<file path="src/rtl/sbrxe_pkg.sv">
// Package of the receive error-flag block of the serial bus controller.
// Assumes the receive path and the software access logic share one clock.
package sbrxe_pkg;

  // Number of communications modes and width of the mode selector.
  localparam int SBRXE_MODES = 4;
  localparam int SBRXE_MODE_W = 2;

  // Byte counter width.
  localparam int SBRXE_CNT_W = 8;

  // Per-frame byte limit for each mode; plain defaults, set per system.
  localparam logic [SBRXE_CNT_W-1:0] SBRXE_LIMIT [SBRXE_MODES] = '{
    8'h10, 8'h20, 8'h40, 8'h80
  };

  // Byte counter value at the start of a frame.
  localparam logic [SBRXE_CNT_W-1:0] SBRXE_CNT_RST = 8'h00;
  localparam logic [SBRXE_CNT_W-1:0] SBRXE_CNT_ONE = 8'h01;

  // Positions of the flags in the software flag word.
  localparam int SBRXE_FLG_W = 3;
  localparam int SBRXE_FLG_PAR = 0;
  localparam int SBRXE_FLG_OVF = 1;
  localparam int SBRXE_FLG_TIM = 2;
  localparam logic [SBRXE_FLG_W-1:0] SBRXE_FLG_RST = 3'h0;

  // Receive sequencer states, one-hot.
  typedef enum logic [2:0] {
    SBRXE_IDLE = 3'b001,
    SBRXE_RECV = 3'b010,
    SBRXE_WAIT = 3'b100
  } sbrxe_state_e;

  // One-cycle events from the receive path.
  typedef struct packed {
    logic frame_start;   // Header of a frame addressed to us begins.
    logic hdr_par_err;   // Parity error in a field before the data field.
    logic byte_done;     // A data byte and its parity bit were taken.
    logic data_par_err;  // The byte of byte_done has a bad parity bit.
    logic overrun;       // The byte of byte_done hit an unread buffer.
    logic msg_last;      // The byte of byte_done completes the message.
    logic rx_end_short;  // Reception ended short of the message length.
    logic timing_err;    // Receive timing violation.
  } sbrxe_evt_s;

  // Software access to the flag word, one-cycle strobes.
  typedef struct packed {
    logic rd;                        // Flag word is being read.
    logic wr;                        // Flag word is being written.
    logic [SBRXE_FLG_W-1:0] wdata;   // Data written to the flag word.
    logic rxe_clr;                   // Clears the receive error flag.
  } sbrxe_sw_s;

  // Complete state of the block.
  typedef struct packed {
    sbrxe_state_e st;
    logic [SBRXE_CNT_W-1:0] cnt;
    logic [SBRXE_FLG_W-1:0] flags;
    logic [SBRXE_FLG_W-1:0] arm;
    logic receive_error_flag;
    logic pend_pe;
    logic nak;
  } sbrxe_state_s;

endpackage : sbrxe_pkg

</file>
<file path="src/rtl/sbrxe_core.sv">
// Receive error flags of the serial bus controller: frame byte overflow,
// data parity error and receive timing error, plus NAK and wait control.
// Assumes event strobes and software strobes come from same-clock logic.
// Functional notes
// - Byte limit reached unfinished: overflow, error, wait.
// - Overflow clears by read 1, then write 0.
// - Header parity error: wait, parity flag untouched.
// - Normal data parity error: NAK, no flag yet.
// - Retry good clears; short end unresolved sets flag.
// - Broadcast data parity error: flag and wait together.
// - Last byte at limit still bad: parity flag.
// - Parity flag clears by read 1, write 0.
// - Timing violation: timing flag, error, wait.
`timescale 1ns/1ps
module sbrxe_core
  import sbrxe_pkg::*;
(
  input wire logic CLK,
  input wire logic RST,
  input wire logic [SBRXE_MODE_W-1:0] MODE,
  input wire logic BCAST,
  input wire sbrxe_evt_s EVT,
  input wire sbrxe_sw_s SW,
  output logic OVF_FLAG,
  output logic PAR_FLAG,
  output logic TIM_FLAG,
  output logic RX_ERR_FLAG,
  output logic NAK,
  output logic WAIT_ST
);

  // Registered and next state.
  sbrxe_state_s s_q;
  sbrxe_state_s s_d;
  // Byte limit of the active mode.
  logic [SBRXE_CNT_W-1:0] limit;
  // Byte count including the byte now being taken.
  logic [SBRXE_CNT_W-1:0] cnt_n;

  assign limit = SBRXE_LIMIT[MODE];
  assign cnt_n = s_q.cnt + SBRXE_CNT_ONE;

  // Next-state logic; software clears come first so that sets win.
  always_comb begin
    s_d = s_q;
    s_d.nak = 1'b0;
    // A read arms every flag that reads as one.
    if (SW.rd) begin
      s_d.arm = s_q.flags;
    end
    // A write of zero clears only an armed flag; the write disarms all.
    if (SW.wr) begin
      s_d.flags = s_q.flags & ~(s_q.arm & ~SW.wdata);
      s_d.arm = SBRXE_FLG_RST;
    end
    // The receive error flag has its own clear strobe.
    if (SW.rxe_clr) begin
      s_d.receive_error_flag = 1'b0;
    end
    case (s_q.st)
      SBRXE_IDLE: begin
        // Wait for a frame addressed to us.
        if (EVT.frame_start) begin
          s_d.st = SBRXE_RECV;
          s_d.cnt = SBRXE_CNT_RST;
          s_d.pend_pe = 1'b0;
        end
      end
      SBRXE_RECV: begin
        if (EVT.timing_err) begin
          // Timing violation aborts the frame.
          s_d.flags[SBRXE_FLG_TIM] = 1'b1;
          s_d.receive_error_flag = 1'b1;
          s_d.st = SBRXE_WAIT;
        end else if (EVT.hdr_par_err) begin
          // Header parity error leaves the parity flag alone.
          s_d.st = SBRXE_WAIT;
        end else if (EVT.byte_done) begin
          s_d.cnt = cnt_n;
          if (BCAST && (EVT.data_par_err || EVT.overrun)) begin
            // Broadcast has no retries: flag and leave at once.
            s_d.flags[SBRXE_FLG_PAR] =
              EVT.data_par_err | s_d.flags[SBRXE_FLG_PAR];
            // A bad byte at the limit also leaves the frame unfinished.
            if (cnt_n == limit) begin
              s_d.flags[SBRXE_FLG_OVF] = 1'b1;
            end
            s_d.receive_error_flag = 1'b1;
            s_d.st = SBRXE_WAIT;
          end else if (EVT.data_par_err || EVT.overrun) begin
            // Bad byte: refuse it and let the sender retry.
            s_d.nak = 1'b1;
            s_d.pend_pe = EVT.data_par_err;
            if (cnt_n == limit) begin
              s_d.flags[SBRXE_FLG_OVF] = 1'b1;
              s_d.flags[SBRXE_FLG_PAR] =
                EVT.data_par_err | s_d.flags[SBRXE_FLG_PAR];
              s_d.receive_error_flag = 1'b1;
              s_d.st = SBRXE_WAIT;
            end
          end else begin
            // Good byte resolves any earlier parity error.
            s_d.pend_pe = 1'b0;
            if (EVT.msg_last) begin
              s_d.st = SBRXE_IDLE;
            end else if (cnt_n == limit) begin
              s_d.flags[SBRXE_FLG_OVF] = 1'b1;
              s_d.receive_error_flag = 1'b1;
              s_d.st = SBRXE_WAIT;
            end
          end
        end else if (EVT.rx_end_short) begin
          // Early end with a parity error still open.
          if (s_q.pend_pe) begin
            s_d.flags[SBRXE_FLG_PAR] = 1'b1;
            s_d.receive_error_flag = 1'b1;
          end
          s_d.st = SBRXE_IDLE;
        end
      end
      SBRXE_WAIT: begin
        // The wait state ends when the next frame begins.
        if (EVT.frame_start) begin
          s_d.st = SBRXE_RECV;
          s_d.cnt = SBRXE_CNT_RST;
          s_d.pend_pe = 1'b0;
        end
      end
      default: begin
        s_d.st = SBRXE_IDLE;
      end
    endcase
  end

  // State register; all flags start cleared.
  always_ff @(posedge CLK or posedge RST) begin
    if (RST) begin
      s_q <= '{st: SBRXE_IDLE, cnt: SBRXE_CNT_RST, flags: SBRXE_FLG_RST,
               arm: SBRXE_FLG_RST, receive_error_flag: 1'b0, pend_pe: 1'b0,
               nak: 1'b0};
    end else begin
      s_q <= s_d;
    end
  end

  // Outputs straight from the state register.
  assign OVF_FLAG = s_q.flags[SBRXE_FLG_OVF];
  assign PAR_FLAG = s_q.flags[SBRXE_FLG_PAR];
  assign TIM_FLAG = s_q.flags[SBRXE_FLG_TIM];
  assign RX_ERR_FLAG = s_q.receive_error_flag;
  assign NAK = s_q.nak;
  // One-hot state: the mask leaves the wait bit of the register alone.
  assign WAIT_ST = |(s_q.st & SBRXE_WAIT);

  // Byte limit reached on a good non-final byte raises overflow and wait.
  property p_ovf_set;
    @(posedge CLK) disable iff (RST)
    (s_q.st == SBRXE_RECV && !EVT.timing_err && !EVT.hdr_par_err &&
     EVT.byte_done && !EVT.data_par_err && !EVT.overrun &&
     !EVT.msg_last && cnt_n == limit)
    |=> OVF_FLAG && RX_ERR_FLAG && WAIT_ST;
  endproperty
  a_ovf_set: assert property (p_ovf_set) else $error("overflow not set");

  // Without an armed read, a write cannot clear the overflow flag.
  property p_ovf_hold;
    @(posedge CLK) disable iff (RST)
    (OVF_FLAG && !s_q.arm[SBRXE_FLG_OVF]) |=> OVF_FLAG;
  endproperty
  a_ovf_hold: assert property (p_ovf_hold) else $error("overflow lost");

  // Read of one followed by a write of zero clears the overflow flag.
  property p_ovf_clr;
    @(posedge CLK) disable iff (RST)
    (OVF_FLAG && SW.rd && !SW.wr) ##1
    (SW.wr && !SW.wdata[SBRXE_FLG_OVF] && !SW.rd && !EVT.byte_done)
    |=> !OVF_FLAG;
  endproperty
  a_ovf_clr: assert property (p_ovf_clr) else $error("overflow stuck");

  // Header parity error sends the block to wait without a parity flag.
  property p_hdr_par;
    @(posedge CLK) disable iff (RST)
    (s_q.st == SBRXE_RECV && EVT.hdr_par_err && !EVT.timing_err && !PAR_FLAG)
    |=> WAIT_ST && !PAR_FLAG;
  endproperty
  a_hdr_par: assert property (p_hdr_par) else $error("header parity");

  // Normal-mode bad byte below the limit gives NAK and no parity flag.
  property p_nak;
    @(posedge CLK) disable iff (RST)
    (s_q.st == SBRXE_RECV && !EVT.timing_err && !EVT.hdr_par_err &&
     EVT.byte_done && EVT.data_par_err && !BCAST && cnt_n != limit &&
     !PAR_FLAG)
    |=> NAK && !PAR_FLAG ##1 (!NAK || $past(EVT.byte_done));
  endproperty
  a_nak: assert property (p_nak) else $error("NAK missing");

  // Broadcast data parity error sets the flag and enters wait together.
  property p_bcast;
    @(posedge CLK) disable iff (RST)
    (s_q.st == SBRXE_RECV && !EVT.timing_err && !EVT.hdr_par_err &&
     EVT.byte_done && EVT.data_par_err && BCAST)
    |=> PAR_FLAG && WAIT_ST && !NAK;
  endproperty
  a_bcast: assert property (p_bcast) else $error("broadcast parity");

  // Bad last byte at the limit sets the parity flag.
  property p_par_lim;
    @(posedge CLK) disable iff (RST)
    (s_q.st == SBRXE_RECV && !EVT.timing_err && !EVT.hdr_par_err &&
     EVT.byte_done && EVT.data_par_err && cnt_n == limit)
    |=> PAR_FLAG && OVF_FLAG;
  endproperty
  a_par_lim: assert property (p_par_lim) else $error("parity at limit");

  // Timing violation sets timing and error flags and enters wait.
  property p_tim;
    @(posedge CLK) disable iff (RST)
    (s_q.st == SBRXE_RECV && EVT.timing_err)
    |=> TIM_FLAG && RX_ERR_FLAG && WAIT_ST;
  endproperty
  a_tim: assert property (p_tim) else $error("timing error lost");

  // Without an armed read, a write cannot clear the parity flag.
  property p_par_hold;
    @(posedge CLK) disable iff (RST)
    (PAR_FLAG && !s_q.arm[SBRXE_FLG_PAR]) |=> PAR_FLAG;
  endproperty
  a_par_hold: assert property (p_par_hold) else $error("parity lost");

  // Early end with an open parity error raises parity and error flags.
  property p_short;
    @(posedge CLK) disable iff (RST)
    (s_q.st == SBRXE_RECV && !EVT.timing_err && !EVT.hdr_par_err &&
     !EVT.byte_done && EVT.rx_end_short && s_q.pend_pe)
    |=> PAR_FLAG && RX_ERR_FLAG && !WAIT_ST;
  endproperty
  a_short: assert property (p_short) else $error("short end parity");

endmodule : sbrxe_core

</file>
<file path="config.mk">
export PLATFORM = sky130hd
export DESIGN_NAME = sbrxe_core
export DESIGN_NICKNAME = d
export VERILOG_FILES = /design/src/rtl/sbrxe_pkg.sv /design/src/rtl/sbrxe_core.sv
export SDC_FILE = /design/constraint.sdc
export NUM_CORES = 1
export LEC_CHECK = 0
export BUFFER_PORTS_ARGS = -buffer_cell sky130_fd_sc_hd__buf_2
export CORE_MARGIN = 1.5
export CORE_UTILIZATION = 59
export CTS_CLUSTER_SIZE = 16
export DETAILED_ROUTE_END_ITERATION = 10
export PLACE_DENSITY = 0.84
export SLEW_MARGIN = 20
export SYNTH_ARGS = -nofsm -noshare
export SYNTH_HDL_FRONTEND = slang
export SYNTH_SLANG_ARGS = --single-unit
</file>
<file path="constraint.sdc">
create_clock -name CLK -period 4 [get_ports CLK]
set_input_delay 0.4 -clock CLK [delete_from_list [all_inputs] [get_ports CLK]]
set_output_delay 0.4 -clock CLK [all_outputs]
set_load 0.005 [all_outputs]
</file>
==> flow_summary.yaml <==
synthesis:
  synth-seq-area-share_pct: 36.89
  ys.flop_type: "dfrtp_1"
  syn-mean-instance-area_um2: 9.007
  synth-edff-count: 0
  ys_ff_latch: 20
  ys_async_sr_fraction_pct: 100.0
  syn_inst: 151
  yosys_warnings: 0
  syn-num-nets: 171
  synth_area_um2: 1360
  synth_cell_types: 51
critical_path:
  startpoint_type: "flop"
  setup.worst_path.start: "s_q[14]"
  reg2reg_depth: 6
  worstReg2RegStart: "s_q[14]"
  criticalPathCategory: "flop to flop"
  crit_arrival_ns: 2.35
  cp_data_required_time_ns: 4.20
  cp_max_fo: 14
  critPathCaptureType: "flop"
detailed_routing:
  routedWlPerCell_um: 15.66
  post-route-drc-count: 0
  vias: 1290
  wirelength_mm: 3.132
  viasPerCell: 6.450
  first_iter_violations: 44
  first_pass_iters: 4
  drtAntennaViolNets: 0
sta:
  relSlewSlack_pct: 50.06
  setup_viol: 0
  slew_violations: 0
  fin_crit_ns: 2.153
  finalHoldViolations: 0
  setup_tns_ns: 0
  fin_crit_sh_pct: 53.82
  tightestPinTransition_ns: 0.7483
  skew_ns: 0.001168
  fmax_ghz: 0.4645
  rsz0062_at_grt: "no"
grt:
  antenna_found_initial: 0
  grt_pass1_wl_mm: 5.168
  grt_usage_pct: 26.46
  gr-total-overflow: 0
  grt_pass1_vias: 1152
  grt_start_max_net_pins: 21
die:
  die_x_um: 51.01
  initial_utilization_pct: 62.08
  fp.coreArea_um2: 2191
  design.die.area_um2: 2602
  rows: 17
  die_h_um: 51.01
  io_pins: 25
cells_and_area:
  final_nets: 193
  final_layout_size_suffix_gt1_share_pct: 21.51
  multiInputGateArea_um2: 788.3
  area_growth_pct: 10.03
  fillers: 176
  num_antenna_cells: 0
  seq_area_um2: 501.7
  final_util_pct: 68.30
clocking:
  htreeDepth: 1
  root_buffer: "clkbuf_4"
  cts_buffers: 3
  cts.path.max_buffers: 2
  clock_latency_ns: 0.30
  hold_buffers: 0
  post-cts-setup-buffers: 0
  cts.reportedPaths.clkPinSlew_ns: 0.11
  cts_tree: "yes"
  cts_resized: 0
  clock-sinks: 20
placed_design:
  place_hpwl_mm: 2.305
  portBuffers: 24
  finalWeightedCongestion: 0.9206
run:
  cap_violations: 0
power:
  power_density_nw_per_um2: 403.4
  swShare_pct: 36.52
  peakVddDrop_v: 0.0002883
  p_leak_uw: 0.0006781
  combinationalPowerShare_pct: 35.3
  finalPower_uw: 603.7
  p_seq_share_pct: 45.3
  pwr-share-clk_pct: 19.4
  p_sw_uw: 220.5
  intPower_uw: 383.2
outcome:
  status: "complete, no violations"
min_path:
  hold_class: "input port to async pin"
cells by family after synthesis:
logic type,after synthesis,synth area share (%)
adders and majority gates,1,0.9198
xor gates and xnor gates,5,4.876
muxes,6,4.508
and+or+nand+nor,66,27.23
buffers and inverters,11,5.151
AOI/OAI and AO/OA,42,20.42
DFF,20,36.89
cells in the mapped netlist (2+ instances only):
| library cell | instances | share of area, % |
|---|---|---|
| nand3_1 | 7 | 2.6 |
| dfrtp_1 | 19 | 35 |
| mux2i_1 | 5 | 3.7 |
| a21oi_1 | 7 | 2.6 |
| nand2b_1 | 2 | 0.92 |
| a22o_1 | 2 | 1.3 |
| buf_2 | 2 | 0.74 |
| buf_6 | 3 | 2.5 |
| o21ai_0 | 14 | 5.2 |
| nor2_1 | 11 | 3.0 |
| nand3b_1 | 4 | 2.2 |
| nor3_1 | 6 | 2.2 |
| xnor2_1 | 3 | 1.9 |
| a31oi_1 | 4 | 1.8 |
| o31ai_1 | 3 | 1.7 |
| and2_1 | 3 | 1.4 |
| a221o_1 | 2 | 1.5 |
| nand2_1 | 16 | 4.4 |
| nand4_1 | 2 | 0.92 |
| inv_1 | 4 | 1.1 |
| a21boi_0 | 2 | 1.1 |
critical path, stage by stage (launching register included):
cell and delay, ns:
dfrtp_1 0.55, or3b_1 0.41, a41oi_1 0.22, o311ai_1 0.14, a311oi_2 0.29, nand2_1 0.12, a221o_1 0.32
area by class of cell:
type | instances | area share, %
tap | 28 | 2.341
multi-input combinational | 120 | 52.68
inverter | 4 | 1.003
clock buffer | 4 | 2.425
sequential | 20 | 33.53
timing repair buffer | 24 | 8.027
routing by layer:
layer / global-route usage, % / part of all wire [%] / up-vias
met5: 0 / 0 / -
met4: 10.36 / 1.5 / 0
met3: 2.047 / 8.0 / 4
met2: 45.02 / 48 / 67
met1: 34.91 / 42 / 617
li1: - / - / 602
power groups by stage:
stage / clock (uW) / sequential, uW / combinational, uW
after floorplan: 0 / 273 / 142
after global placement: 0 / 274 / 205
after detailed placement: 0 / 277 / 213
after CTS: 118 / 273 / 213
after global routing: 128 / 279 / 242
final: 117 / 274 / 213
cell usage in the layout (no fill, tap or decap), types with 2 or more instances in the layout:
cell type,synthesis,routed
a21boi_0,2,2
a21oi_1,7,7
a221o_1,2,2
a22o_1,2,2
a31oi_1,4,4
and2_1,3,3
buf_2,2,24
clkbuf_4,0,3
dfrtp_1,19,19
inv_1,4,4
mux2i_1,5,5
nand2_1,16,16
nand2b_1,2,2
nand3_1,7,7
nand3b_1,4,4
nand4_1,2,2
nor2_1,11,11
nor3_1,6,6
o21ai_0,14,14
o31ai_1,3,3
xnor2_1,3,3
metrics by stage:
stage          hold slack (ns)  setup WS [ns]  cells  instance area (um^2)
5_1_grt                 0.2705          1.706    200                  1496
3_5_place_dp            0.5100          1.869    196                  1460
3_3_place_gp            0.5052          1.922    196                  1460
6_report                0.2105          1.847    200                  1496
2_1_floorplan           0.3631          1.959    151                  1360
4_1_cts                 0.2347          1.879    200                  1496
registers in the layout, summed over array words and instances (netlist names):
| name | flops |
|---|---|
| PAR_FLAG | 1 |
| s_q | 14 |
| NAK | 1 |
| WAIT_ST | 1 |
| TIM_FLAG | 1 |
| RX_ERR_FLAG | 1 |
| OVF_FLAG | 1 |
final timing paths:
path | end | slack, ns
max in group asynchronous | s_q[13] | 3.32
min in group CLK | NAK | 0.29
min | s_q[3] | 0.21
min reg2reg | s_q[16] | 0.53
max reg2reg | s_q[18] | 1.85
max | s_q[18] | 1.85
(Power assumes the default switching activity.)
